`src/fnd_consts.svh`:
```
`ifndef FND_CONSTS_SVH
`define FND_CONSTS_SVH

// ----------------------------------------
// register byte offsets
// ----------------------------------------
`define FND_OFF_W0     8'h00
`define FND_OFF_W2     8'h08
`define FND_OFF_W3     8'h0C
`define FND_OFF_CTRL   8'h10
`define FND_OFF_STAT   8'h14

// ----------------------------------------
// field positions
// ----------------------------------------
`define FND_W0_LSEL    15
`define FND_W2_RDIV    2
`define FND_W2_FRACT   18
`define FND_W2_MELO    20
`define FND_W3_MEHI    2
`define FND_W3_FN      13
`define FND_CTRL_N     0
`define FND_CTRL_P8    16
`define FND_ST_LOCK    0
`define FND_ST_P8      1
`define FND_ST_A       4
`define FND_ST_M       8
`define FND_FN_POS     15

// ----------------------------------------
// reset values and counts
// ----------------------------------------
`define FND_RST_LSEL   3'h0
`define FND_RST_RDIV   2'h3
`define FND_RST_FRACT  1'h1
`define FND_RST_N      10'h000
`define FND_INT_OFS    12'h003
`define FND_HALF       24'h400000
`define FND_LOCK_WIN   7'h20

// ----------------------------------------
// lock pin sources
// ----------------------------------------
`define FND_LS_LOCK    3'h0
`define FND_LS_REF     3'h1
`define FND_LS_FB      3'h2
`define FND_LS_TEST    3'h3

`endif

```
`src/fnd_pkg.sv`:
```
package fnd_pkg;
  typedef logic [22:0] fnd_frac_t;
  typedef logic [9:0]  fnd_code_t;
  typedef logic [11:0] fnd_ratio_t;
  typedef enum logic {FND_PRE_16_17, FND_PRE_8_9} fnd_prescale_e;
endpackage : fnd_pkg

```
`src/fnd_sdm_if.sv`:
```
`timescale 1ns/1ps
// controller to modulator link
interface fnd_sdm_if;
  logic              step;
  logic              enable;
  fnd_pkg::fnd_frac_t frac;
  logic [3:0]        offset;
  modport ctl (output step, output enable, output frac, input offset);
  modport mod (input step, input enable, input frac, output offset);
endinterface : fnd_sdm_if

```
`src/fnd_sdm_mash.sv`:
```
`timescale 1ns/1ps
module fnd_sdm_mash
(
  input  wire logic   mclk_in,
  input  wire logic   arst_n_in,
  fnd_sdm_if.mod      sd
);

  logic [22:0] acc1_ff;
  logic [22:0] acc2_ff;
  logic [22:0] acc3_ff;
  logic        c2d_ff;
  logic        c3d_ff;
  logic        c3dd_ff;
  logic [3:0]  off_ff;
  logic [23:0] nxt_s1;
  logic [23:0] nxt_s2;
  logic [23:0] nxt_s3;
  logic [3:0]  nxt_off;

  // ----------------------------------------
  // three cascaded accumulators
  // ----------------------------------------
  always_comb
  begin
    nxt_s1  = {1'h0, acc1_ff} + {1'h0, sd.frac};
    nxt_s2  = {1'h0, acc2_ff} + {1'h0, nxt_s1[22:0]};
    nxt_s3  = {1'h0, acc3_ff} + {1'h0, nxt_s2[22:0]};
    // noise-cancel combine, range -3..+4
    nxt_off = {3'h0, nxt_s1[23]} + {3'h0, nxt_s2[23]} - {3'h0, c2d_ff}
            + {3'h0, nxt_s3[23]} - {2'h0, c3d_ff, 1'h0} + {3'h0, c3dd_ff};
  end

  // step once per reference cycle, cleared when idle
  always_ff @(posedge mclk_in or negedge arst_n_in)
  begin
    if (!arst_n_in)
    begin
      acc1_ff <= 23'h000000;
      acc2_ff <= 23'h000000;
      acc3_ff <= 23'h000000;
      c2d_ff  <= 1'h0;
      c3d_ff  <= 1'h0;
      c3dd_ff <= 1'h0;
      off_ff  <= 4'h0;
    end
    else if (!sd.enable)
    begin
      acc1_ff <= 23'h000000;
      acc2_ff <= 23'h000000;
      acc3_ff <= 23'h000000;
      c2d_ff  <= 1'h0;
      c3d_ff  <= 1'h0;
      c3dd_ff <= 1'h0;
      off_ff  <= 4'h0;
    end
    else if (sd.step)
    begin
      acc1_ff <= nxt_s1[22:0];
      acc2_ff <= nxt_s2[22:0];
      acc3_ff <= nxt_s3[22:0];
      c2d_ff  <= nxt_s2[23];
      c3d_ff  <= nxt_s3[23];
      c3dd_ff <= c3d_ff;
      off_ff  <= nxt_off;
    end
  end

  assign sd.offset = off_ff;

endmodule : fnd_sdm_mash

```
`src/fnd_feedback_divider.sv`:
```
// Design decisions made here: the AHB-Lite slave port and the register offsets.
`timescale 1ns/1ps
`include "fnd_consts.svh"
module fnd_feedback_divider
(
  input  wire logic        mclk_in,
  input  wire logic        arst_n_in,
  input  wire logic        hsel_in,
  input  wire logic [31:0] haddr_in,
  input  wire logic [1:0]  htrans_in,
  input  wire logic        hwrite_in,
  input  wire logic [2:0]  hsize_in,
  input  wire logic [31:0] hwdata_in,
  input  wire logic        hready_in,
  output logic      [31:0] hrdata_out,
  output logic             hreadyout_out,
  output logic             hresp_out,
  input  wire logic        ref_clk_in,
  input  wire logic        presc_clk_in,
  input  wire logic        output_switch_enable_in,
  output logic             modulus_select_out,
  output logic             prescaler_mode_out,
  output logic             rf_switch_on_out,
  output logic             lock_indicator_pin_out
);

  // ----------------------------------------
  // declarations
  // ----------------------------------------
  logic [2:0]              lock_sel_ff;
  logic [1:0]              rdiv_ff;
  logic                    fract_mode_ff;
  logic [3:0]              me_lo_ff;
  logic [10:0]             me_hi_ff;
  logic [7:0]              fn_ff;
  fnd_pkg::fnd_code_t      ncode_ff;
  fnd_pkg::fnd_prescale_e  pmode_ff;
  fnd_pkg::fnd_code_t      act_n_ff;
  fnd_pkg::fnd_frac_t      act_frac_ff;
  fnd_pkg::fnd_prescale_e  act_pmode_ff;
  logic                    act_fract_ff;
  logic                    wr_pend_ff;
  logic                    rd_pend_ff;
  logic [7:0]              wr_addr_ff;
  logic [7:0]              rd_addr_ff;
  logic [31:0]             hrdata_ff;
  logic                    hreadyout_ff;
  logic                    hresp_ff;
  logic [2:0]              meta_ff;
  logic [2:0]              sync_ff;
  logic [1:0]              prev_ff;
  logic [2:0]              rcnt_ff;
  logic                    rdiv_prev_ff;
  logic                    ratio_upd_ff;
  logic [5:0]              m_ld_ff;
  logic [3:0]              a_ld_ff;
  logic [5:0]              m_cnt_ff;
  logic [3:0]              a_cnt_ff;
  logic                    modsel_ff;
  logic                    fb_wrap_ff;
  logic [6:0]              win_cnt_ff;
  logic [6:0]              fb_cnt_ff;
  logic                    locked_ff;
  logic                    lock_pin_ff;
  logic                    swen_ff;
  logic                    addr_ok;
  logic                    ref_rise;
  logic                    presc_rise;
  logic                    rdiv_lvl;
  logic                    ref_tick;
  logic [23:0]             frac_sum;
  fnd_pkg::fnd_ratio_t     nxt_ratio;
  logic                    nxt_lock_pin;

  fnd_sdm_if sd ();

  // ----------------------------------------
  // helpers
  // ----------------------------------------
  // integer ratio that the loaded code really gives
  function automatic fnd_pkg::fnd_code_t n_actual
  (
    input fnd_pkg::fnd_code_t     code,
    input fnd_pkg::fnd_prescale_e mode
  );
    if (mode == fnd_pkg::FND_PRE_8_9)
      n_actual = {1'h0, code[9:4], 3'h0} + {7'h00, code[2:0]};
    else
      n_actual = code;
  endfunction : n_actual

  // register read mux
  function automatic logic [31:0] rd_word
  (
    input logic [7:0] addr
  );
    rd_word = 32'h00000000;
    unique case (addr)
      `FND_OFF_W0:
        rd_word[`FND_W0_LSEL +: 3] = lock_sel_ff;
      `FND_OFF_W2:
      begin
        rd_word[`FND_W2_RDIV +: 2] = rdiv_ff;
        rd_word[`FND_W2_FRACT]     = fract_mode_ff;
        rd_word[`FND_W2_MELO +: 4] = me_lo_ff;
      end
      `FND_OFF_W3:
      begin
        rd_word[`FND_W3_MEHI +: 11] = me_hi_ff;
        rd_word[`FND_W3_FN +: 8]    = fn_ff;
      end
      `FND_OFF_CTRL:
      begin
        rd_word[`FND_CTRL_N +: 10] = ncode_ff;
        rd_word[`FND_CTRL_P8]      = pmode_ff;
      end
      `FND_OFF_STAT:
      begin
        rd_word[`FND_ST_LOCK]   = locked_ff;
        rd_word[`FND_ST_P8]     = act_pmode_ff;
        rd_word[`FND_ST_A +: 4] = a_ld_ff;
        rd_word[`FND_ST_M +: 6] = m_ld_ff;
      end
      default:
        rd_word = 32'h00000000;
    endcase
  endfunction : rd_word

  // ----------------------------------------
  // bus slave
  // ----------------------------------------
  assign addr_ok = hsel_in & hready_in & htrans_in[1];

  // address phase capture; reads take one wait state
  always_ff @(posedge mclk_in or negedge arst_n_in)
  begin
    if (!arst_n_in)
    begin
      wr_pend_ff   <= 1'h0;
      rd_pend_ff   <= 1'h0;
      wr_addr_ff   <= 8'h00;
      rd_addr_ff   <= 8'h00;
      hreadyout_ff <= 1'h1;
      hresp_ff     <= 1'h0;
    end
    else
    begin
      wr_pend_ff   <= addr_ok & hwrite_in;
      rd_pend_ff   <= addr_ok & ~hwrite_in;
      hreadyout_ff <= ~(addr_ok & ~hwrite_in);
      hresp_ff     <= 1'h0;
      if (addr_ok)
      begin
        wr_addr_ff <= haddr_in[7:0];
        rd_addr_ff <= haddr_in[7:0];
      end
    end
  end

  // read data from the cycle after the wait cycle onward
  always_ff @(posedge mclk_in or negedge arst_n_in)
  begin
    if (!arst_n_in)
      hrdata_ff <= 32'h00000000;
    else if (rd_pend_ff)
      hrdata_ff <= rd_word(rd_addr_ff);
  end

  // register writes in the data phase
  always_ff @(posedge mclk_in or negedge arst_n_in)
  begin
    if (!arst_n_in)
    begin
      lock_sel_ff   <= `FND_RST_LSEL;
      rdiv_ff       <= `FND_RST_RDIV;
      fract_mode_ff <= `FND_RST_FRACT;
      me_lo_ff      <= 4'h0;
      me_hi_ff      <= 11'h000;
      fn_ff         <= 8'h00;
      ncode_ff      <= `FND_RST_N;
      pmode_ff      <= fnd_pkg::FND_PRE_8_9;
    end
    else if (wr_pend_ff)
    begin
      unique case (wr_addr_ff)
        `FND_OFF_W0:
          lock_sel_ff <= hwdata_in[`FND_W0_LSEL +: 3];
        `FND_OFF_W2:
        begin
          rdiv_ff       <= hwdata_in[`FND_W2_RDIV +: 2];
          fract_mode_ff <= hwdata_in[`FND_W2_FRACT];
          me_lo_ff      <= hwdata_in[`FND_W2_MELO +: 4];
        end
        `FND_OFF_W3:
        begin
          me_hi_ff <= hwdata_in[`FND_W3_MEHI +: 11];
          fn_ff    <= hwdata_in[`FND_W3_FN +: 8];
        end
        `FND_OFF_CTRL:
        begin
          ncode_ff <= hwdata_in[`FND_CTRL_N +: 10];
          pmode_ff <= fnd_pkg::fnd_prescale_e'(hwdata_in[`FND_CTRL_P8]);
        end
        default:
          ncode_ff <= ncode_ff;
      endcase
    end
  end

  // ----------------------------------------
  // pin synchronisers
  // ----------------------------------------
  // bit 0 reference, bit 1 prescaler, bit 2 switch enable
  always_ff @(posedge mclk_in or negedge arst_n_in)
  begin
    if (!arst_n_in)
    begin
      meta_ff <= 3'h0;
      sync_ff <= 3'h0;
      prev_ff <= 2'h0;
    end
    else
    begin
      meta_ff <= {output_switch_enable_in, presc_clk_in, ref_clk_in};
      sync_ff <= meta_ff;
      prev_ff <= sync_ff[1:0];
    end
  end

  assign ref_rise   = sync_ff[0] & ~prev_ff[0];
  assign presc_rise = sync_ff[1] & ~prev_ff[1];

  // ----------------------------------------
  // reference divider
  // ----------------------------------------
  // three halving stages as a ripple of counter bits
  always_ff @(posedge mclk_in or negedge arst_n_in)
  begin
    if (!arst_n_in)
      rcnt_ff <= 3'h0;
    else if (ref_rise)
      rcnt_ff <= rcnt_ff + 3'h1;
  end

  // stage select and rising edge of the chosen output
  always_comb
  begin
    unique case (rdiv_ff)
      2'h0: rdiv_lvl = sync_ff[0];
      2'h1: rdiv_lvl = rcnt_ff[0];
      2'h2: rdiv_lvl = rcnt_ff[1];
      2'h3: rdiv_lvl = rcnt_ff[2];
    endcase
  end

  always_ff @(posedge mclk_in or negedge arst_n_in)
  begin
    if (!arst_n_in)
      rdiv_prev_ff <= 1'h0;
    else
      rdiv_prev_ff <= rdiv_lvl;
  end

  assign ref_tick = rdiv_lvl & ~rdiv_prev_ff;

  // ----------------------------------------
  // active codes and modulator
  // ----------------------------------------
  // shadow codes move to the active set on a reference edge
  always_ff @(posedge mclk_in or negedge arst_n_in)
  begin
    if (!arst_n_in)
    begin
      act_n_ff     <= `FND_RST_N;
      act_frac_ff  <= 23'h000000;
      act_pmode_ff <= fnd_pkg::FND_PRE_8_9;
      act_fract_ff <= `FND_RST_FRACT;
    end
    else if (ref_tick)
    begin
      act_n_ff     <= ncode_ff;
      act_frac_ff  <= {fn_ff, me_hi_ff, me_lo_ff};
      act_pmode_ff <= pmode_ff;
      act_fract_ff <= fract_mode_ff;
    end
  end

  // half-step bias folded into the modulator input
  assign frac_sum  = {1'h0, act_frac_ff} + `FND_HALF;
  assign sd.step   = ref_tick;
  assign sd.enable = act_fract_ff;
  assign sd.frac   = frac_sum[22:0];

  fnd_sdm_mash u_sdm
  (
    .mclk_in   (mclk_in),
    .arst_n_in (arst_n_in),
    .sd        (sd.mod)
  );

  // instantaneous ratio for the next feedback period
  always_comb
  begin
    nxt_ratio = {2'h0, n_actual(act_n_ff, act_pmode_ff)} + `FND_INT_OFS;
    if (act_fract_ff)
      nxt_ratio = nxt_ratio + {11'h000, frac_sum[23]}
                + {{8{sd.offset[3]}}, sd.offset};
  end

  // split ratio into low and high counts, one cycle after the step
  always_ff @(posedge mclk_in or negedge arst_n_in)
  begin
    if (!arst_n_in)
    begin
      ratio_upd_ff <= 1'h0;
      m_ld_ff      <= 6'h00;
      a_ld_ff      <= 4'h0;
    end
    else
    begin
      ratio_upd_ff <= ref_tick;
      if (ratio_upd_ff)
      begin
        if (act_pmode_ff == fnd_pkg::FND_PRE_8_9)
        begin
          m_ld_ff <= nxt_ratio[8:3];
          a_ld_ff <= {1'h0, nxt_ratio[2:0]};
        end
        else
        begin
          m_ld_ff <= nxt_ratio[9:4];
          a_ld_ff <= nxt_ratio[3:0];
        end
      end
    end
  end

  // ----------------------------------------
  // feedback counter
  // ----------------------------------------
  // m periods per cycle, the first a at the upper ratio
  always_ff @(posedge mclk_in or negedge arst_n_in)
  begin
    if (!arst_n_in)
    begin
      m_cnt_ff   <= 6'h00;
      a_cnt_ff   <= 4'h0;
      modsel_ff  <= 1'h0;
      fb_wrap_ff <= 1'h0;
    end
    else
    begin
      fb_wrap_ff <= 1'h0;
      if (presc_rise)
      begin
        if (m_cnt_ff <= 6'h01)
        begin
          m_cnt_ff   <= m_ld_ff;
          a_cnt_ff   <= a_ld_ff - {3'h0, a_ld_ff != 4'h0};
          modsel_ff  <= a_ld_ff != 4'h0;
          fb_wrap_ff <= 1'h1;
        end
        else
        begin
          m_cnt_ff  <= m_cnt_ff - 6'h01;
          a_cnt_ff  <= a_cnt_ff - {3'h0, a_cnt_ff != 4'h0};
          modsel_ff <= a_cnt_ff != 4'h0;
        end
      end
    end
  end

  // ----------------------------------------
  // frequency lock detect
  // ----------------------------------------
  // count feedback cycles across a window of reference cycles
  always_ff @(posedge mclk_in or negedge arst_n_in)
  begin
    if (!arst_n_in)
    begin
      win_cnt_ff <= 7'h00;
      fb_cnt_ff  <= 7'h00;
      locked_ff  <= 1'h0;
    end
    else if (ref_tick && win_cnt_ff == `FND_LOCK_WIN - 7'h01)
    begin
      win_cnt_ff <= 7'h00;
      fb_cnt_ff  <= {6'h00, fb_wrap_ff};
      locked_ff  <= fb_cnt_ff >= `FND_LOCK_WIN - 7'h01
                 && fb_cnt_ff <= `FND_LOCK_WIN + 7'h01;
    end
    else
    begin
      if (ref_tick)
        win_cnt_ff <= win_cnt_ff + 7'h01;
      if (fb_wrap_ff && fb_cnt_ff != 7'h7F)
        fb_cnt_ff <= fb_cnt_ff + 7'h01;
    end
  end

  // ----------------------------------------
  // output pins
  // ----------------------------------------
  // lock pin source select
  always_comb
  begin
    unique case (lock_sel_ff)
      `FND_LS_REF:  nxt_lock_pin = rdiv_lvl;
      `FND_LS_FB:   nxt_lock_pin = fb_wrap_ff;
      `FND_LS_TEST: nxt_lock_pin = modsel_ff;
      default:      nxt_lock_pin = locked_ff;
    endcase
  end

  always_ff @(posedge mclk_in or negedge arst_n_in)
  begin
    if (!arst_n_in)
    begin
      lock_pin_ff <= 1'h0;
      swen_ff     <= 1'h0;
    end
    else
    begin
      lock_pin_ff <= nxt_lock_pin;
      swen_ff     <= sync_ff[2];
    end
  end

  assign hrdata_out             = hrdata_ff;
  assign hreadyout_out          = hreadyout_ff;
  assign hresp_out              = hresp_ff;
  assign modulus_select_out     = modsel_ff;
  assign prescaler_mode_out     = act_pmode_ff;
  assign rf_switch_on_out       = swen_ff;
  assign lock_indicator_pin_out = lock_pin_ff;

endmodule : fnd_feedback_divider

```
`config.mk`:
```
export PLATFORM = sky130hd
export DESIGN_NAME = fnd_feedback_divider
export DESIGN_NICKNAME = d
export VERILOG_FILES = /design/src/fnd_pkg.sv /design/src/fnd_sdm_if.sv /design/src/fnd_sdm_mash.sv /design/src/fnd_feedback_divider.sv
export VERILOG_INCLUDE_DIRS = /design/src
export SDC_FILE = /design/constraint.sdc
export NUM_CORES = 1
export LEC_CHECK = 0
export ABC_CLOCK_PERIOD_IN_PS = 6200
export BUFFER_PORTS_ARGS = -buffer_cell sky130_fd_sc_hd__buf_2
export CAP_MARGIN = 20
export CORE_UTILIZATION = 48
export CTS_CLUSTER_SIZE = 25
export DETAILED_ROUTE_END_ITERATION = 16
export PLACE_DENSITY_LB_ADDON = 0.05
export SYNTH_ARGS = -nofsm -noshare
export SYNTH_HDL_FRONTEND = slang
export SYNTH_HIERARCHICAL = 1
export SYNTH_SLANG_ARGS = --single-unit
```
`constraint.sdc`:
```
create_clock -name mclk_in -period 6.2 [get_ports mclk_in]
set_clock_uncertainty 0.2 [all_clocks]
set_input_delay 1.24 -clock mclk_in [delete_from_list [all_inputs] [get_ports mclk_in]]
set_output_delay 1.24 -clock mclk_in [all_outputs]
set_load 0.01 [all_outputs]
```
Yosys cells after proc, flatten, opt, wreduce, memory -nomap -nowiden. Cells that the tools add are included.

Register bits: 238. Bits in latches: 0. Bits in writable memories: 0. Memory bits (read-only): 0. Logic and storage cells: 142. Memories: 0.

Add/sub/neg operators: 19. $mul: 0. Divide/modulo/power cells: 0. $lt $le $gt $ge: 3. Equal/unequal tests: 13. Shift operators: 0. Muxes and demuxes: 41. Bitwise gates (word level): 12. Reductions and logical operators: 13.

Operators with widths (count): $mux W23 (6); $add A23 B23 Y24 (3); $mux W7 (4); $add A23 B23 Y24 const B (1); $mux W10 (2); $pmux W6 S3 (1); $eq A8 B4 Y1 const B (2); $eq A8 B5 Y1 const B (2); $mux W4 (4); $add A7 B1 Y7 const B (2); $mux W6 (2); $sub A4 B1 Y4 (3); $mux W1 (11); $add A10 B1 Y10 (1); $add A10 B10 Y10 (1); $add A10 B2 Y10 const B (1); $add A9 B3 Y10 (1); $add A4 B1 Y4 (2); $logic_not A8 Y1 (1); $pmux W1 S2 (4); $pmux W4 S2 (1); $reduce_and A2 Y1 (4); $reduce_bool A4 Y1 (2); $and A1 B1 Y1 (7); 23 further kinds (33).

Depth between registers and ports, before layout. Gate-level depths: netlist of the first run.

Depth in word-level cells: 10. Gate-level depth with buffers: 32. Gate-level depth less buffers: 30.

Hierarchy. Netlist of the first run, hierarchy kept.

By module, submodules not included: fnd_feedback_divider (instances 1, cells an instance 731, area each 7722.4 um2, sequential area each 4062.6 um2); fnd_sdm_mash (instances 1, cells an instance 848, area each 7145.6 um2, sequential area each 1901.8 um2).

Least setup slack after synthesis of the first run. No wires, ideal clock.

Path type: reg-to-reg. Start point: reg act_frac_ff[0]. End point: reg u_sdm.off_ff[2], in the netlist u_sdm/sd.offset[2]. Library setup time: 132 ps. Arrival time: 5860 ps. Data required time: 5868 ps. Setup slack: 8 ps. Cell stages (with the launch flop): 33. Buffers on the path: 2. Cell sequence: dfrtp_1 ha_1 inv_1 fa_1 nand2b_1 a21o_1 a21oi_1 o21a_1 nor2_1 ha_1 buf_6 a211oi_1 o221ai_1 o21ai_1 a311oi_2 or3_1 and2_1 ha_1 clkbuf_1 nand2_1 o21ai_0 nor2_1 nor2_1 a31oi_1 ha_1 fa_1 inv_1 ha_1 inv_1 ha_1 inv_1 mux2i_1 nor2_1.

Cells in the longest elaborated chain, start to end: 10. Elaborated cells between the ends (all ways): 11. Classes of those cells: 9 x add/sub; 2 x mux.

RTL lines: from (decl) (RTL line fnd_feedback_divider.sv:39) `fnd_pkg::fnd_frac_t act_frac_ff;`; from (signal assigned) (RTL line fnd_feedback_divider.sv:282) `act_frac_ff <= {fn_ff, me_hi_ff, me_lo_ff};`; $add A23 B23 Y24 (no line) *; $add A23 B23 Y24 * (RTL line fnd_sdm_mash.sv:26) `nxt_s1 = {1'h0, acc1_ff} + {1'h0, sd.frac};`; parallel branches: the longest is 3 deep, another holds $add A23 B23 Y24; $add A4 B1 Y4 * (RTL line fnd_sdm_mash.sv:31) `+ {3'h0, nxt_s3[23]} - {2'h0, c3d_ff, 1'h0} + {3'h0, c3dd_ff};`; $sub A4 B2 Y4 * (RTL line fnd_sdm_mash.sv:31); $add A4 B1 Y4 * (RTL line fnd_sdm_mash.sv:31); $mux W4 * (RTL line fnd_sdm_mash.sv:57) `else if (sd.step)`; $mux W4 * (RTL line fnd_sdm_mash.sv:47) `else if (!sd.enable)`; to (signal assigned) (RTL line fnd_sdm_mash.sv:65) `off_ff <= nxt_off;`; to (decl) (RTL line fnd_sdm_mash.sv:15) `logic [3:0] off_ff;`.

Every way passes the cells marked *. The select of a mux whose other input is x is not followed. A chain may end at the register's enable or synchronous reset.

Worst setup path after layout of the first run.
Start point: reg act_frac_ff[3]. End point: reg u_sdm.off_ff[2], in the netlist u_sdm/sd.offset[2].

Same word-level chain as after synthesis.

==> flow_metrics.env, run 1 <==
export IMPL_period_minus_slack_ns=6.31
export IMPL_grt_util_met3_pct=3.22
export IMPL_port_buffers=69
export IMPL_routed_wl_um=40000
export IMPL_clk_latency_ns=0.56
export IMPL_power_switching_uw=4710
export IMPL_whs_ns=0.153
export IMPL_pwr_share_clk_pct=15.3
export IMPL_r2r_end="u_sdm/sd.offset[2]"
export IMPL_synth_avg_cell_area_um2=9.42
export IMPL_htree_levels=1
export IMPL_nets=2001
export IMPL_die_h_um=178
export IMPL_cts_tree="built"
export IMPL_worstHoldEndpoint="rf_switch_on_out"
export IMPL_worstHoldStart="sync_ff[2]"
export IMPL_fin_area_um2=18500
export IMPL_gr_max_usage_layer="met2"
export IMPL_start_util_pct=48.7
export IMPL_cpPeakStageDelay_ns=0.56
export IMPL_pwr_share_seq_pct=22.1
export IMPL_max_freq_mhz=159
export IMPL_cp_slowest_cell="fa_1"
export IMPL_netlist_cell_type_count=92
export IMPL_synth_edf_count=0
export IMPL_core_um2=30500
export IMPL_grt_start_max_net_pins=81
export IMPL_use_met2_pct=44.1
export IMPL_netlist_area_um2=14900
export IMPL_final_setup_tns_ns=-0.109
export IMPL_cts_root_buf="clkbuf_16"
export IMPL_max_vdd_ir_drop_v=0.000257
export IMPL_hold_depth=0
export IMPL_netlist_area_leader_share_pct=38.9
export IMPL_worst_slack_ns=-0.107
export IMPL_vias=12579
export IMPL_post_route_util_pct=60.7
export IMPL_synth_seq_area_share_pct=40.1
export IMPL_cts_buffers=28
export IMPL_synth_ff_type="dfrtp_1"
export IMPL_use_met1_pct=33.4
export IMPL_clockBufferDepth=3
export IMPL_rows=64
export IMPL_drt_pre_antenna_iters=6
export IMPL_synth_seq_cells=238
export IMPL_worstSetupEndpointType="register"
export IMPL_yosysTopAreaCell="dfrtp_1"
export IMPL_leakage_uw=0.00877
export IMPL_path_class="reg -> reg"
export IMPL_timing_final_max_slew_violations=0
export IMPL_maxSlewHeadroom_pct=29.8
export IMPL_p_int_uw=6220
export IMPL_grt_antenna_before_repair=2
export IMPL_cts_sink_count=238
export IMPL_die_x_um=178
export IMPL_rsz0062_at_grt="yes"
export IMPL_area_growth_pct=24.5
export IMPL_cts_hold_buf=0
export IMPL_violations="negative setup slack"
export IMPL_grt_pass1_vias=12263
export IMPL_worstReg2RegStart="act_frac_ff[3]"
export IMPL_rrSetupSlack_ns=-0.11
export IMPL_syn_inst=1579
export IMPL_synth_most_common_cell="dfrtp_1"
export IMPL_synthTopCellsByCount="231 x dfrtp_1, 205 x nand2_1, 124 x nor2_1"
export IMPL_dp_hpwl_um=28600
export IMPL_wire_per_inst_um=17.9
export IMPL_required_ns=6.42
export IMPL_cp_start_kind="register"
export IMPL_drive_above_1_share_pct=27.5
export IMPL_finalCritPeriodShare_pct=102
export IMPL_cts_reportedPaths_clkPinSlew_ns=0.06
export IMPL_hold_class="reg -> reg"
export IMPL_critical_path_arrival_ns=6.52
export IMPL_worst_pin_slew_ns=1.05
export IMPL_place_congestion=0.891
export IMPL_die_area_um2=31700
export IMPL_cellPowerDensity_nw_per_um2=591
export IMPL_reg2reg_depth=31
export IMPL_overflow=0
export IMPL_antenna_left=0
export IMPL_route_detailed_drc=0
export IMPL_cap_violations=0
export IMPL_pre_cts_slack_ns=-0.554
export IMPL_crit_fanout=4
export IMPL_fillers=2651
export IMPL_grt_use_total_pct=25.3
export IMPL_yosysWarnings=6
export IMPL_setup_viol=2
export IMPL_finalHoldViolations=0
export IMPL_grt_pass1_wl_um=63700
export IMPL_yosys_top_cells_area="dfrtp_1 39%, ha_1 7.9%, nand2_1 5.2%, a21oi_1 3.7%, mux2_2 3.3%"
export IMPL_placed_cell_area_um2=16800
export IMPL_dr_first_iter_drc_count=687
export IMPL_synthArstFlopShare_pct=100
export IMPL_swShare_pct=43.1
export IMPL_viasPerCell=5.61
export IMPL_run_status="finished, violations left"
export IMPL_io_pins=115
export IMPL_pwr_share_comb_pct=62.6
## cell type report
type                       count  area, µm²  area share, %
multi-input combinational   1205       8850           47.8
sequential                   238       5970           32.2
timing repair buffer         288       2020           10.9
clock buffer                  38        818           4.42
tap                          396        495           2.68
inverter                      62        235           1.27
clock inverter                14        128          0.689
antenna                        1       2.50         0.0135
## state kept, by name, summed over array words and instances, names as in the netlist, 6 cells and up
register       cells
u_sdm/acc2_ff     23
u_sdm/acc1_ff     23
u_sdm/acc3_ff     23
ncode_ff          10
act_n_ff          10
hrdata_out        24
fn_ff              8
act_frac_ff       23
fb_cnt_ff          7
win_cnt_ff         7
me_hi_ff          11
rd_addr_ff         8
m_cnt_ff           6
m_ld_ff            6
## layer usage
| layer | routed length [µm] | vias up |
|---|---|---|
| met5 | 10 | - |
| met4 | 837 | 2 |
| met3 | 1500 | 61 |
| met2 | 19700 | 211 |
| met1 | 18000 | 6140 |
| li1 | - | 6165 |
## worst max path at each step
| stage | from | endpoint | slack (ns) | depth (start not counted) |
|---|---|---|---|---|
| after detailed placement | act_frac_ff[1] | u_sdm/sd.offset[2] | -0.55 | 29 |
| after global routing | act_frac_ff[3] | u_sdm/sd.offset[2] | -0.40 | 32 |
| after floorplan | act_frac_ff[0] | u_sdm/sd.offset[2] | 0.008 | 32 |
| final | act_frac_ff[3] | u_sdm/sd.offset[2] | -0.11 | 31 |
| after CTS | u_sdm/acc1_ff[0] | u_sdm/sd.offset[2] | -0.1 | 31 |
| after global placement | act_frac_ff[1] | u_sdm/sd.offset[2] | -0.53 | 29 |
## metrics by stage
step,total power [µW],instances
floorplan,6100,1587
global placement,8490,2165
detailed placement,8600,2166
CTS,10700,2231
global route,11700,2241
finish,10900,2242
## kinds of logic (layout without fill, tap and decap cells)
kind of cell    Yosys count  in the layout  share of synthesized area, %
fa+ha+maj               101            101                          8.85
mux                      96             96                          7.34
xor+xnor                 78             78                          4.59
simple gates            509            509                          16.5
other cells               1             10                        0.0252
buf+inv                 144            402                          4.15
flops                   238            238                          40.1
compound gates          412            412                          18.5
## cell usage in the layout (no fill, tap or decap), types with 17 or more instances in the layout
| master | Yosys | routed |
|---|---|---|
| a21oi_1 | 110 | 99 |
| clkbuf_16 | 0 | 28 |
| inv_1 | 61 | 57 |
| a22oi_1 | 17 | 17 |
| nand2_1 | 205 | 202 |
| buf_4 | 11 | 214 |
| o21ai_0 | 87 | 80 |
| nor3_1 | 22 | 17 |
| ha_1 | 94 | 81 |
| dfrtp_1 | 231 | 230 |
| nor2_1 | 124 | 118 |
| a21o_1 | 32 | 32 |
| mux2_2 | 44 | 44 |
| nand2b_1 | 18 | 17 |
| xor2_1 | 33 | 27 |
| xnor2_1 | 45 | 43 |
| mux2i_1 | 40 | 40 |
| buf_2 | 15 | 68 |
| nand3_1 | 28 | 27 |
| nand4_1 | 20 | 20 |
## critical path: cells and delay by family (launching register included)
| family | cells | cell delay, ns |
|---|---|---|
| AND/OR/NAND/NOR | 4 | 0.43 |
| adder cells (fa/ha/maj) | 7 | 2.01 |
| flip-flops | 1 | 0.45 |
| XOR/XNOR | 1 | 0.20 |
| multiplexers | 1 | 0.12 |
| AO/OA/AOI/OAI | 10 | 1.86 |
| buffers and inverters | 8 | 0.89 |
## power groups by stage
| stage | logic, µW | registers (µW) | clock network (µW) |
|---|---|---|---|
| floorplan | 3850 | 2250 | 0 |
| global placement | 6070 | 2420 | 0 |
| detailed placement | 6170 | 2430 | 0 |
| CTS | 6590 | 2420 | 1710 |
| global route | 7490 | 2470 | 1770 |
| finish | 6840 | 2420 | 1670 |
## what timing repair did
item / in CTS / in global routing
setup endpoints to repair: 4 / 4
endpoints found under the hold margin: 0 / 0
gates resized for setup: 75 / 31
pin swaps: 46 / 40
buffers inserted: 14 / 10
(Power assumes the default switching activity.)
==> run 2: changes to the inputs <==
--- a/config.mk
+++ b/config.mk
@@ -14,4 +14,5 @@
 export DETAILED_ROUTE_END_ITERATION = 16
 export PLACE_DENSITY_LB_ADDON = 0.05
+export SKIP_LAST_GASP = 1
 export SYNTH_ARGS = -nofsm -noshare
 export SYNTH_HDL_FRONTEND = slang
==> constraint.sdc (replaced) <==
create_clock -name mclk_in -period 6.2 [get_ports mclk_in]
set_clock_uncertainty 0.2 [all_clocks]
set_input_delay 0.93 -clock mclk_in [delete_from_list [all_inputs] [get_ports mclk_in]]
set_output_delay 0.93 -clock mclk_in [all_outputs]
set_load 0.01 [all_outputs]
==> run 2 against run 1 <==
Against the previous run:
- the flow still finishes with violations (negative setup slack)
- critical endpoint unchanged
- critical path depth is 2 lower
- clock power about the same
- cell count is 0.36% higher
- final area grew 1.0%
- power increased by 1.3%
==> flow_metrics.env, run 2 (synthesis results as in run 1) <==
export IMPL_pre_cts_slack_ns=-0.450
export IMPL_die_x_um=178
export IMPL_crit_start="u_sdm/acc1_ff[0]"
export IMPL_mostFrequentLayoutCells="230 x dfrtp_1, 222 x buf_4, 199 x nand2_1"
export IMPL_hold_class="in -> async"
export IMPL_worstSetupEndpointType="register"
export IMPL_placed_cell_area_um2=16800
export IMPL_nets=2011
export IMPL_maxSlewHeadroom_pct=26.9
export IMPL_fin_cells=2250
export IMPL_setup_viol=2
export IMPL_clk_latency_ns=0.58
export IMPL_dp_cells=2157
export IMPL_timing_final_max_slew_violations=0
export IMPL_cts_reportedPaths_clkPinSlew_ns=0.06
export IMPL_layout_commonest_cell="dfrtp_1"
export IMPL_viasPerCell=5.62
export IMPL_cts_sink_count=238
export IMPL_grt_use_total_pct=25.6
export IMPL_path_class="reg -> reg"
export IMPL_diodes=0
export IMPL_worst_slack_ns=-0.114
export IMPL_drive_above_1_share_pct=28.1
export IMPL_whs_ns=0.146
export IMPL_required_ns=6.45
export IMPL_routed_wl_um=40500
export IMPL_leakage_uw=0.00887
export IMPL_cts_buffers=28
export IMPL_final_setup_tns_ns=-0.159
export IMPL_rsz0062_at_grt="yes"
export IMPL_largest_reg_flops=24
export IMPL_rows=64
export IMPL_place_congestion=0.875
export IMPL_drt_pre_antenna_iters=5
export IMPL_fin_area_um2=18700
export IMPL_port_buffers=69
export IMPL_worstReg2RegStart="u_sdm/acc1_ff[0]"
export IMPL_core_um2=30500
export IMPL_clockBufferDepth=3
export IMPL_cts_tree="built"
export IMPL_overflow=0
export IMPL_finalCritPeriodShare_pct=102
export IMPL_violations="negative setup slack"
export IMPL_grt_antenna_before_repair=0
export IMPL_max_freq_mhz=158
export IMPL_wire_per_inst_um=18.0
export IMPL_dr_first_iter_drc_count=747
export IMPL_vias=12638
export IMPL_route_detailed_drc=0
export IMPL_io_pins=115
export IMPL_area_growth_pct=25.8
export IMPL_cp_start_kind="register"
export IMPL_critical_path_arrival_ns=6.56
export IMPL_fillers=2562
export IMPL_cap_violations=0
export IMPL_htree_levels=1
export IMPL_period_minus_slack_ns=6.31
export IMPL_die_h_um=178
export IMPL_grt_pass1_wl_um=64100
export IMPL_dp_hpwl_um=28400
export IMPL_cellPowerDensity_nw_per_um2=592
export IMPL_start_util_pct=48.7
export IMPL_cpPeakStageDelay_ns=0.51
export IMPL_cp_slowest_cell="fa_1"
export IMPL_worst_pin_slew_ns=1.09
export IMPL_run_status="finished, violations left"
export IMPL_cts_root_buf="clkbuf_16"
export IMPL_crit_fanout=5
export IMPL_max_vdd_ir_drop_v=0.000302
export IMPL_die_area_um2=31700
export IMPL_grt_pass1_vias=12297
export IMPL_antenna_left=0
export IMPL_finalHoldViolations=0
export IMPL_grt_start_max_net_pins=158
## run 2: changes by cell type in the layout (fill, tap and decap cells not counted), moves of 4 or more
cell | previous run | this run
clkinvlp_4 | 4 | 0
buf_4 | 214 | 222
o21ai_0 | 80 | 75
o21ai_1 | 6 | 10
clkbuf_1 | 2 | 8
nand2_2 | 4 | 8
## run 2: repair_timing
item                                    CTS  global route
hold buffers                              0             0
endpoints found under the setup margin    4             5
cloned                                    0             0
buffers inserted                         31            15
gates resized for setup                  66            61
pin swaps                                43            47
## run 2: layer usage
metal / vias up / routed length, µm / GRT usage (%)
met5: - / 0 / 0
met4: 0 / 1130 / 8.16
met3: 73 / 1500 / 3.69
met2: 240 / 19700 / 43.4
met1: 6145 / 18300 / 33.6
li1: 6180 / - / -
## run 2: layout make-up
cell class	instances	area (µm²)	share of cell area, %
clock buffer	44	841	4.50
clock inverter	7	110	0.589
inverter	62	235	1.26
multi-input combinational	1205	8950	47.8
sequential	238	5970	31.9
tap	396	495	2.65
timing repair buffer	298	2110	11.3
## run 2: worst paths after layout
path | end | slack [ns] | cells past startpoint
setup / recovery | u_sdm/sd.offset[2] | -0.11 | 29
hold / removal | u_sdm/acc3_ff[17] | 0.15 | 1
setup reg to reg | u_sdm/sd.offset[2] | -0.11 | 29
hold reg to reg | sync_ff[2] | 0.15 | 0
max in group asynchronous | sync_ff[1] | 4.37 | 2
min in group mclk_in | sync_ff[2] | 0.15 | 0
## run 2: power by group
group / leakage, µW / switching, µW / internal (µW)
combinational: 0.00537 / 3650 / 3300
sequential: 0.00303 / 446 / 1990
clock: 0.000467 / 670 / 1010
## run 2: through the flow
| stage | utilization [%] | power (µW) |
|---|---|---|
| after global routing | 61.3 | 11900 |
| final | 61.3 | 11100 |
| after CTS | 59.9 | 10700 |
| after floorplan | - | 6100 |
| after detailed placement | 55.0 | 8580 |
| after global placement | 55.0 | 8490 |
## run 2: worst max-delay path, delay by kind of cell, from the launching register on
kind / cells / cell delay, ns
AO/OA/AOI/OAI: 9 / 1.98
XOR/XNOR: 1 / 0.34
adder cells (fa/ha/maj): 8 / 2.24
buffers and inverters: 4 / 0.14
flip-flops: 1 / 0.37
multiplexers: 1 / 0.12
AND/OR/NAND/NOR: 6 / 0.76
